<file path="config.mk">
export PLATFORM = sky130hd
export DESIGN_NAME = aux_gpio_and_watchdog_timer
export DESIGN_NICKNAME = d
export VERILOG_FILES = /design/src/core/aux_gpio_and_watchdog_timer.v
export VERILOG_INCLUDE_DIRS = /design/src /design/src/core
export SDC_FILE = /design/constraint.sdc
export NUM_CORES = 1
export LEC_CHECK = 0
export ABC_CLOCK_PERIOD_IN_PS = 4400
export BUFFER_PORTS_ARGS = -buffer_cell sky130_fd_sc_hd__buf_2
export CAP_MARGIN = 20
export CORE_ASPECT_RATIO = 1.1
export CORE_MARGIN = 3
export CORE_UTILIZATION = 50
export CTS_CLUSTER_DIAMETER = 50
export DETAILED_ROUTE_END_ITERATION = 6
export GPL_TIMING_DRIVEN = 0
export PLACE_DENSITY = 0.68
export SYNTH_ARGS = -nofsm -noshare
export SYNTH_HDL_FRONTEND = slang
export SYNTH_SLANG_ARGS = --single-unit
</file>
<file path="constraint.sdc">
create_clock -name mclk_i -period 4.4 [get_ports mclk_i]
set_input_delay 0 -clock mclk_i [delete_from_list [all_inputs] [get_ports mclk_i]]
set_output_delay 0 -clock mclk_i [all_outputs]
set_load 0.01 [all_outputs]
</file>
<file path="src/core/aux_gpio_consts.vh">
/*
 * constants for the auxiliary pin configuration and watchdog block:
 * register indices, reset values, field positions and timing counts.
 * assumes an avalon-mm slave with 32-bit data and a 20 MHz clock.
 */
`ifndef AUX_GPIO_CONSTS_VH
`define AUX_GPIO_CONSTS_VH

// register indices; byte address is four times the index
`define IDX_PIN_21_CONFIG      8'he9
`define IDX_PIN_22_CONFIG      8'hea
`define IDX_PIN_23_CONFIG      8'heb
`define IDX_PIN_24_CONFIG      8'hec
`define IDX_PIN_25_CONFIG      8'hed
`define IDX_RESERVED_SLOT      8'hee
`define IDX_COMBINED_IRQ_B     8'hef
`define IDX_COMBINED_IRQ_A     8'hf0
`define IDX_DECODER_STROBE_EN  8'hf1
`define IDX_WD_TIMEOUT_VALUE   8'hf2
`define IDX_WD_CONFIG          8'hf3
`define IDX_WD_CONTROL         8'hf4
`define IDX_DEVICE_ACTIVATE    8'h30

`define PIN_CONFIG_RESET       8'h01
`define REG_RESET_ZERO         8'h00

// pin configuration fields
`define PIN_DIR_BIT            0
`define PIN_POL_BIT            1
`define PIN_IRQ_EN_BIT         2
`define PIN_ALT_BIT            3
`define PIN_OC_BIT             7

// combined interrupt fields
`define CIRQ_FILTER_BIT        3
`define IRQ_MAP_LSB            4

// decoder/strobe enable fields
`define DEC_ADDR_EN_BIT        0
`define DEC_WSTB_EN_BIT        1
`define DEC_UNIT_SEL_BIT       7

// watchdog config fields
`define WCFG_GAME_BIT          0
`define WCFG_KBD_BIT           1
`define WCFG_MOUSE_BIT         2
`define WCFG_LED_BIT           3

// watchdog control fields
`define WCTL_STATUS_BIT        0
`define WCTL_LED_BIT           1
`define WCTL_FORCE_BIT         2
`define WCTL_KRST_EN_BIT       3

// timing
`define CLK_HZ                 20000000
`define UNIT_SHORT_MS          250
`define UNIT_LONG_MS           1000
`define LED_HALF_MS            500
`define DEBOUNCE_US            100

`endif

</file>
<file path="src/core/aux_gpio_and_watchdog_timer.v">
/*
 * auxiliary pin configuration and watchdog timer, one avalon-mm slave.
 * assumes all inputs synchronous to mclk_i; host irq lines are driven as a
 * 16-bit level vector (bit n = line n, bit 0 unused).
 */
// The Avalon-MM register port was chosen for this implementation.
`timescale 1ns/1ps
`include "aux_gpio_consts.vh"

module aux_gpio_and_watchdog_timer #(
    parameter integer UNIT_SHORT_CYC = `CLK_HZ / 1000 * `UNIT_SHORT_MS,
    parameter integer UNIT_LONG_CYC  = `CLK_HZ / 1000 * `UNIT_LONG_MS,
    parameter integer LED_HALF_CYC   = `CLK_HZ / 1000 * `LED_HALF_MS,
    parameter integer DEBOUNCE_CYC   = `CLK_HZ / 1000000 * `DEBOUNCE_US
) (
    input  wire        mclk_i,
    input  wire        resetn_i,
    input  wire [9:0]  avs_address_i,
    input  wire        avs_read_i,
    input  wire        avs_write_i,
    input  wire [31:0] avs_writedata_i,
    input  wire [3:0]  avs_byteenable_i,
    output reg  [31:0] avs_readdata_o,
    output reg         avs_waitrequest_o,
    output reg  [1:0]  avs_response_o,
    input  wire [4:0]  pin_in_i,
    input  wire [4:0]  pin_data_i,
    output reg  [4:0]  pin_out_o,
    output reg  [4:0]  pin_oe_o,
    output reg  [4:0]  pin_rd_o,
    input  wire        address_line_20_gate_i,
    input  wire        game_port_access_i,
    input  wire        keyboard_irq_i,
    input  wire        mouse_irq_i,
    input  wire        keyboard_reset_output_i,
    input  wire        general_address_hit_i,
    input  wire        general_write_hit_i,
    output reg         general_address_decoder_o,
    output reg         general_write_strobe_o,
    output reg         power_indicator_led_o,
    output reg  [15:0] host_irq_o
);

    localparam [1:0] ST_IDLE = 2'b01;
    localparam [1:0] ST_RESP = 2'b10;
    localparam [1:0] RESP_OK  = 2'b00;
    localparam [1:0] RESP_ERR = 2'b10;

    //------------------------------------------------------------
    // registers
    //------------------------------------------------------------
    reg [7:0]  pin_cfg_q [0:4];
    reg [7:0]  cirq_b_q;
    reg [7:0]  cirq_a_q;
    reg [7:0]  dec_en_q;
    reg [7:0]  wd_val_q;
    reg [7:0]  wd_cfg_q;
    reg [3:0]  wd_ctl_q;
    reg        activate_q;
    reg [1:0]  state_q;

    wire [7:0] idx     = avs_address_i[9:2];
    // a write lands on the edge at which the master sees waitrequest low
    wire       wr_go   = avs_write_i && state_q == ST_RESP && avs_byteenable_i[0];
    wire       known   = (idx >= `IDX_PIN_21_CONFIG && idx <= `IDX_WD_CONTROL)
                         || idx == `IDX_DEVICE_ACTIVATE;
    wire [7:0] wd8     = avs_writedata_i[7:0];

    //------------------------------------------------------------
    // pin configuration, one slice per pin (2.1 .. 2.5)
    //------------------------------------------------------------
    wire [4:0] pin_logic;
    wire [4:0] irq_src;
    genvar g;
    generate
        for (g = 0; g < 5; g = g + 1) begin : pins
            localparam [31:0] MY_IDX = `IDX_PIN_21_CONFIG + g;
            wire [7:0] my_idx = MY_IDX[7:0];
            // pin 2.2 alone has the open-collector option, 2.5 the alt function
            wire [7:0] keep = (g == 1) ? 8'h87 : (g == 4) ? 8'h0f : 8'h07;
            always @(posedge mclk_i or negedge resetn_i) begin
                if (!resetn_i) begin
                    pin_cfg_q[g] <= `PIN_CONFIG_RESET;
                end else if (wr_go && idx == my_idx) begin
                    pin_cfg_q[g] <= wd8 & keep;
                end
            end
            // pin level as seen by the register side, inverted if asked
            assign pin_logic[g] = pin_in_i[g] ^ pin_cfg_q[g][`PIN_POL_BIT];
            assign irq_src[g]   = pin_logic[g] & pin_cfg_q[g][`PIN_IRQ_EN_BIT];
            always @(posedge mclk_i or negedge resetn_i) begin
                if (!resetn_i) begin
                    pin_out_o[g] <= 1'b0;
                    pin_oe_o[g]  <= 1'b0;
                    pin_rd_o[g]  <= 1'b0;
                end else begin
                    pin_rd_o[g] <= pin_logic[g];
                    if (g == 4 && pin_cfg_q[g][`PIN_ALT_BIT]) begin
                        pin_out_o[g] <= address_line_20_gate_i;
                        pin_oe_o[g]  <= 1'b1;
                    end else if (pin_cfg_q[g][`PIN_DIR_BIT]) begin
                        pin_out_o[g] <= 1'b0;
                        pin_oe_o[g]  <= 1'b0;
                    end else if (pin_cfg_q[g][`PIN_OC_BIT]) begin
                        // open collector: drive only the low level
                        pin_out_o[g] <= 1'b0;
                        pin_oe_o[g]  <= ~(pin_data_i[g] ^ pin_cfg_q[g][`PIN_POL_BIT]);
                    end else begin
                        pin_out_o[g] <= pin_data_i[g] ^ pin_cfg_q[g][`PIN_POL_BIT];
                        pin_oe_o[g]  <= 1'b1;
                    end
                end
            end
        end
    endgenerate

    //------------------------------------------------------------
    // combined interrupt with optional debounce
    //------------------------------------------------------------
    wire       gp_raw = |irq_src;
    reg        gp_filt_q;
    reg [15:0] deb_cnt_q;
    always @(posedge mclk_i or negedge resetn_i) begin
        if (!resetn_i) begin
            gp_filt_q <= 1'b0;
            deb_cnt_q <= 16'h0000;
        end else if (gp_raw == gp_filt_q) begin
            deb_cnt_q <= 16'h0000;
        end else if (deb_cnt_q >= DEBOUNCE_CYC[15:0] - 16'h0001) begin
            gp_filt_q <= gp_raw;
            deb_cnt_q <= 16'h0000;
        end else begin
            deb_cnt_q <= deb_cnt_q + 16'h0001;
        end
    end
    wire gp_a = cirq_a_q[`CIRQ_FILTER_BIT] ? gp_filt_q : gp_raw;
    wire gp_b = cirq_b_q[`CIRQ_FILTER_BIT] ? gp_filt_q : gp_raw;

    //------------------------------------------------------------
    // watchdog timer
    //------------------------------------------------------------
    reg [25:0] unit_cnt_q;
    reg [7:0]  wd_cnt_q;
    reg        krst_q;
    wire       krst_rise = keyboard_reset_output_i & ~krst_q;
    wire [25:0] unit_len = dec_en_q[`DEC_UNIT_SEL_BIT] ? UNIT_LONG_CYC[25:0]
                                                       : UNIT_SHORT_CYC[25:0];
    wire       unit_tick = unit_cnt_q >= unit_len - 26'd1;
    wire       reload = (wd_cfg_q[`WCFG_GAME_BIT] & game_port_access_i)
                      | (wd_cfg_q[`WCFG_KBD_BIT] & keyboard_irq_i)
                      | (wd_cfg_q[`WCFG_MOUSE_BIT] & mouse_irq_i);
    wire       force_to = (wr_go && idx == `IDX_WD_CONTROL && wd8[`WCTL_FORCE_BIT])
                        | (wd_ctl_q[`WCTL_KRST_EN_BIT] & krst_rise);
    wire       expire = wd_val_q != 8'h00 && !wd_ctl_q[`WCTL_STATUS_BIT] && !reload
                        && unit_tick && wd_cnt_q == 8'h01;
    wire       val_wr = wr_go && idx == `IDX_WD_TIMEOUT_VALUE;

    always @(posedge mclk_i or negedge resetn_i) begin
        if (!resetn_i) begin
            unit_cnt_q <= 26'd0;
            wd_cnt_q   <= 8'h00;
            krst_q     <= 1'b0;
        end else begin
            krst_q <= keyboard_reset_output_i;
            if (reload || val_wr) begin
                unit_cnt_q <= 26'd0;
                wd_cnt_q   <= val_wr ? wd8 : wd_val_q;
            end else if (wd_val_q == 8'h00 || wd_ctl_q[`WCTL_STATUS_BIT]) begin
                unit_cnt_q <= 26'd0;
                wd_cnt_q   <= wd_val_q;
            end else if (unit_tick) begin
                unit_cnt_q <= 26'd0;
                wd_cnt_q   <= wd_cnt_q - 8'h01;
            end else begin
                unit_cnt_q <= unit_cnt_q + 26'd1;
            end
        end
    end

    //------------------------------------------------------------
    // power led blink, 1 Hz square wave
    //------------------------------------------------------------
    reg [24:0] led_cnt_q;
    reg        led_ph_q;
    wire       blink = wd_ctl_q[`WCTL_LED_BIT]
                     | (wd_cfg_q[`WCFG_LED_BIT] & wd_ctl_q[`WCTL_STATUS_BIT]);
    always @(posedge mclk_i or negedge resetn_i) begin
        if (!resetn_i) begin
            led_cnt_q <= 25'd0;
            led_ph_q  <= 1'b0;
        end else if (!blink) begin
            led_cnt_q <= 25'd0;
            led_ph_q  <= 1'b0;
        end else if (led_cnt_q >= LED_HALF_CYC[24:0] - 25'd1) begin
            led_cnt_q <= 25'd0;
            led_ph_q  <= ~led_ph_q;
        end else begin
            led_cnt_q <= led_cnt_q + 25'd1;
        end
    end

    //------------------------------------------------------------
    // register writes
    //------------------------------------------------------------
    always @(posedge mclk_i or negedge resetn_i) begin
        if (!resetn_i) begin
            cirq_b_q   <= `REG_RESET_ZERO;
            cirq_a_q   <= `REG_RESET_ZERO;
            dec_en_q   <= `REG_RESET_ZERO;
            wd_val_q   <= `REG_RESET_ZERO;
            wd_cfg_q   <= `REG_RESET_ZERO;
            wd_ctl_q   <= 4'h0;
            activate_q <= 1'b0;
        end else begin
            if (wr_go && idx == `IDX_COMBINED_IRQ_B) cirq_b_q <= wd8 & 8'hf8;
            if (wr_go && idx == `IDX_COMBINED_IRQ_A) cirq_a_q <= wd8 & 8'hf8;
            if (wr_go && idx == `IDX_DECODER_STROBE_EN) dec_en_q <= wd8 & 8'h83;
            if (val_wr) wd_val_q <= wd8;
            if (wr_go && idx == `IDX_WD_CONFIG) wd_cfg_q <= wd8;
            if (wr_go && idx == `IDX_DEVICE_ACTIVATE) activate_q <= wd8[0];
            if (wr_go && idx == `IDX_WD_CONTROL) begin
                wd_ctl_q[`WCTL_LED_BIT]     <= wd8[`WCTL_LED_BIT];
                wd_ctl_q[`WCTL_KRST_EN_BIT] <= wd8[`WCTL_KRST_EN_BIT];
            end
            // timeout sets status and wins over a software clear
            if (expire || force_to) begin
                wd_ctl_q[`WCTL_STATUS_BIT] <= 1'b1;
            end else if (wr_go && idx == `IDX_WD_CONTROL) begin
                wd_ctl_q[`WCTL_STATUS_BIT] <= wd8[`WCTL_STATUS_BIT];
            end
            wd_ctl_q[`WCTL_FORCE_BIT] <= 1'b0;
        end
    end

    //------------------------------------------------------------
    // outputs to the system
    //------------------------------------------------------------
    reg [15:0] irq_d;
    always @* begin
        irq_d = 16'h0000;
        if (cirq_a_q[7:4] != 4'h0) irq_d[cirq_a_q[7:4]] = gp_a;
        if (cirq_b_q[7:4] != 4'h0) irq_d[cirq_b_q[7:4]] = irq_d[cirq_b_q[7:4]] | gp_b;
        if (wd_cfg_q[7:4] != 4'h0)
            irq_d[wd_cfg_q[7:4]] = irq_d[wd_cfg_q[7:4]] | wd_ctl_q[`WCTL_STATUS_BIT];
    end

    always @(posedge mclk_i or negedge resetn_i) begin
        if (!resetn_i) begin
            host_irq_o                <= 16'h0000;
            power_indicator_led_o     <= 1'b0;
            general_address_decoder_o <= 1'b0;
            general_write_strobe_o    <= 1'b0;
        end else begin
            host_irq_o            <= irq_d;
            power_indicator_led_o <= blink & led_ph_q;
            general_address_decoder_o <= activate_q & dec_en_q[`DEC_ADDR_EN_BIT]
                                         & general_address_hit_i;
            general_write_strobe_o    <= activate_q & dec_en_q[`DEC_WSTB_EN_BIT]
                                         & general_write_hit_i;
        end
    end

    //------------------------------------------------------------
    // avalon-mm slave: one wait cycle, then answer
    //------------------------------------------------------------
    reg [7:0] rd_d;
    always @* begin
        case (idx)
            `IDX_PIN_21_CONFIG:     rd_d = pin_cfg_q[0];
            `IDX_PIN_22_CONFIG:     rd_d = pin_cfg_q[1];
            `IDX_PIN_23_CONFIG:     rd_d = pin_cfg_q[2];
            `IDX_PIN_24_CONFIG:     rd_d = pin_cfg_q[3];
            `IDX_PIN_25_CONFIG:     rd_d = pin_cfg_q[4];
            `IDX_COMBINED_IRQ_B:    rd_d = cirq_b_q;
            `IDX_COMBINED_IRQ_A:    rd_d = cirq_a_q;
            `IDX_DECODER_STROBE_EN: rd_d = dec_en_q;
            `IDX_WD_TIMEOUT_VALUE:  rd_d = wd_val_q;
            `IDX_WD_CONFIG:         rd_d = wd_cfg_q;
            `IDX_WD_CONTROL:        rd_d = {4'h0, wd_ctl_q};
            `IDX_DEVICE_ACTIVATE:   rd_d = {7'h00, activate_q};
            default:                rd_d = 8'h00;
        endcase
    end

    always @(posedge mclk_i or negedge resetn_i) begin
        if (!resetn_i) begin
            state_q           <= ST_IDLE;
            avs_waitrequest_o <= 1'b1;
            avs_readdata_o    <= 32'h00000000;
            avs_response_o    <= RESP_OK;
        end else begin
            case (state_q)
                ST_IDLE: begin
                    if (avs_read_i || avs_write_i) begin
                        state_q           <= ST_RESP;
                        avs_waitrequest_o <= 1'b0;
                        avs_readdata_o    <= {24'h000000, avs_read_i ? rd_d : 8'h00};
                        avs_response_o    <= known ? RESP_OK : RESP_ERR;
                    end
                end
                ST_RESP: begin
                    state_q           <= ST_IDLE;
                    avs_waitrequest_o <= 1'b1;
                    avs_response_o    <= RESP_OK;
                end
                default: begin
                    state_q           <= ST_IDLE;
                    avs_waitrequest_o <= 1'b1;
                end
            endcase
        end
    end

endmodule

</file>
==> metrics.cfg <==
[worst_setup_path]
crit_path_max_fanout = 10
reg2reg_to = unit_cnt_q[6]
worstReg2RegStart = dec_en_q[7]
r2r_cells = 10
max_stage_delay_ns = 0.60
rrSetupSlack_ns = 0.89
crit_chain = inv_1 > ha_1 > a211oi_1 > o21ai_0 > a2111oi_0 > o211a_1 > clkbuf_1 > nand2_1 > clkbuf_1 > nor2_1
crit_buf_inv = 3
critPathRequiredTime_ns = 4.75
cp.arrival_ns = 3.86
cp_slowest_cell = dfrtp_1
criticalPathCategory = register to register
crit_top_cell = clkbuf_1
end_kind = register
start_kind = register
cpLargestDelayFamily = compound AO/OA/AOI/OAI gates

[synthesis]
synth-edff-count = 0
synth_top_area_share_pct = 45.3
synthArstFlopShare_pct = 100
yosys-top-cells-area = dfrtp_1, mux2_2, nor2_1
yosysWarnings = 0
synth_area_leader_cell = dfrtp_1
postSynthAreaPerCell_um2 = 9.81
seq_area_frac_synth_pct = 47.1
synth_flop_cell = dfrtp_1
synth_seq_cells = 173
syn_inst = 939
synth_area_um2 = 9220
ys_types = 74

[min_path]
min_path_type = input port to register
worstHoldPathCells = 4
whs_endpoint = avs_response_o[1]
hp-start = avs_address_i[4]

[timing]
hold_viol = 0
tns_ns = 0
drv_slew = 0
finClkSkew_ns = 0.00978
max_slew_margin_pct = 31.1
fmax_ghz = 0.285
fin_ws_ns = 0.891
worst_pin_slew_ns = 1.03
min_period_ns = 3.51
fin_crit_sh_pct = 79.7
setup_viol = 0
rsz0062_at_grt = false

[placement]
gp_congestion = 0.924
place_worst_setup_slack_ns = 0.855
placed_area_um2 = 10100
port-buffer-count = 79
dp_hpwl_um = 15900

[pwr]
power.density_nw_per_um2 = 317
p_leak_nw = 4.99
power.total_mw = 3.46
peakVddDrop_mv = 0.272

[floorplanning]
fp.dieH_um = 148
die_x_um = 135
initial_core_util_pct = 51.6
core-area_um2 = 17900
die-area_um2 = 20100
num_rows = 51
pin_count = 136

[drt]
remaining_drc_errors = 0
drt_iter0_drc = 651
first_pass_iters = 7
antenna_left = 0
viasPerCell = 5.63
vias = 7575
routed_wl_um = 22100
wl_per_cell_um = 16.4

[clock_tree]
clock_sinks = 173
cts-root-buf = clkbuf_16
clock_insertion_delay_worst_skew_ns = 0.43
post-cts-setup-buffers = 0
clk_pin_slew_ns = 0.07
clockBufferDepth = 2
cts_tree = done
htreeDepth = 4
cts_buffers = 17

[final_layout]
fin_nets = 1180
drive_above_1_share_pct = 19.0
design_area_um2 = 10900
area_delta_synth_final_pct = 18.5
diodes = 0

[global_routing]
track_usage_pct = 22.8
antenna_found_initial = 0
grt_max_degree = 115
grt_pass1_wl_um = 37100
grt_overflow = 0
grt_pass1_vias = 7390

[status]
outcome = completed

[job]
maxCapViolations = 0

## worst reg2reg max path: cells and delay by family (launching register included)
kind,cells,cell delay (ns)
DFF,1,0.60
and+or+nand+nor,2,0.45
adders and majority gates,1,0.37
AOI/OAI and AO/OA,4,1.09
buffers and inverters,3,0.94
## registers in the layout, summed over array words and instances (netlist names), 5 cells and up
register and count:
avs_readdata_o 8, cirq_a_q 5, cirq_b_q 5, deb_cnt_q 16
host_irq_o 16, led_cnt_q 25, pin_cfg_q 17, pin_oe_o 5
pin_out_o 5, pin_rd_o 5, unit_cnt_q 26, wd_cfg_q 8
wd_cnt_q 8, wd_val_q 8
## routing by layer
metal  track usage, %  wire length, µm  up-vias  part of all wire (%)
met5                0                0        -                     0
met4             5.65              391        0                   1.8
met3             4.77             1260       36                   5.7
met2             38.3            10900      250                    49
met1             30.2             9560     3672                    43
li1                 -                -     3617                     -
## placed cells by master (no fill, tap or decap), drive strengths merged, types with 19 or more instances in the layout
| master | n |
|---|---|
| nand2 | 77 |
| buf | 111 |
| nand3 | 42 |
| nor3 | 35 |
| a21oi | 33 |
| dlygate4sd3 | 25 |
| nor2 | 123 |
| xor2 | 42 |
| clkbuf | 47 |
| conb | 32 |
| o21ai | 34 |
| inv | 23 |
| and3 | 21 |
| mux2 | 48 |
| dfrtp | 167 |
| ha | 19 |
| xnor2 | 26 |
## kinds of logic (layout without fill, tap and decap cells)
| family | count (synthesis) | after routing | synth area share (%) |
|---|---|---|---|
| other | 1 | 32 | 0.0407 |
| buffers and inverters | 80 | 217 | 4.37 |
| AO/OA/AOI/OAI | 154 | 154 | 11.5 |
| flip-flops | 173 | 173 | 47.1 |
| XOR/XNOR | 68 | 68 | 6.46 |
| adder cells (fa/ha/maj) | 19 | 19 | 2.58 |
| multiplexers | 61 | 61 | 7.41 |
| AND/OR/NAND/NOR | 383 | 383 | 20.5 |
## cell usage after synthesis, types with 20 or more instances
cell / count
clkbuf_1: 29
inv_1: 20
dfrtp_1: 167
nand3_1: 41
a21oi_1: 33
xor2_1: 42
nor3_1: 33
xnor2_1: 26
mux2_2: 48
and3_1: 21
o21ai_0: 34
nor2_1: 123
buf_4: 25
nand2_1: 76
## per-stage QoR
step,util (%),cells,hold WS [ns]
floorplan,-,970,-0.296
global placement,56.1,1287,0.124
detailed placement,56.3,1288,-0.0296
CTS,61.1,1345,0.0103
global route,61.1,1345,0.0445
finish,61.1,1345,0.0296
## power breakdown
group / switching, mW / internal, mW
clock: 0.641 / 0.910
sequential: 0.0210 / 1.63
combinational: 0.162 / 0.100
## layout make-up
type | count | area [µm²]
Buffer | 60 | 328
Clock buffer | 18 | 439
Clock inverter | 14 | 165
Fill cell | 1538 | 6950
Inverter | 20 | 75.1
Multi-Input combinational cell | 717 | 4590
Sequential cell | 173 | 4340
Tap cell | 238 | 298
Timing Repair Buffer | 105 | 683
## timing repair
| item | 4_1_cts | 5_1_grt |
|---|---|---|
| hold buffers | 25 | 0 |
| resized for setup | 0 | 0 |
| endpoints found under the hold margin | 116 | 0 |
## worst max-delay path by stage
stage / to / startpoint / cells after the start / slack [ns]
detailed placement: unit_cnt_q[6] / dec_en_q[7] / 10 / 0.85
floorplan: wd_cnt_q[4] / dec_en_q[7] / 10 / 1.72
CTS: unit_cnt_q[6] / dec_en_q[7] / 10 / 0.83
finish: unit_cnt_q[6] / dec_en_q[7] / 10 / 0.89
global route: unit_cnt_q[11] / dec_en_q[7] / 10 / 0.39
global placement: deb_cnt_q[10] / resetn_i / 1 / 0.62
(Power assumes the default switching activity.)
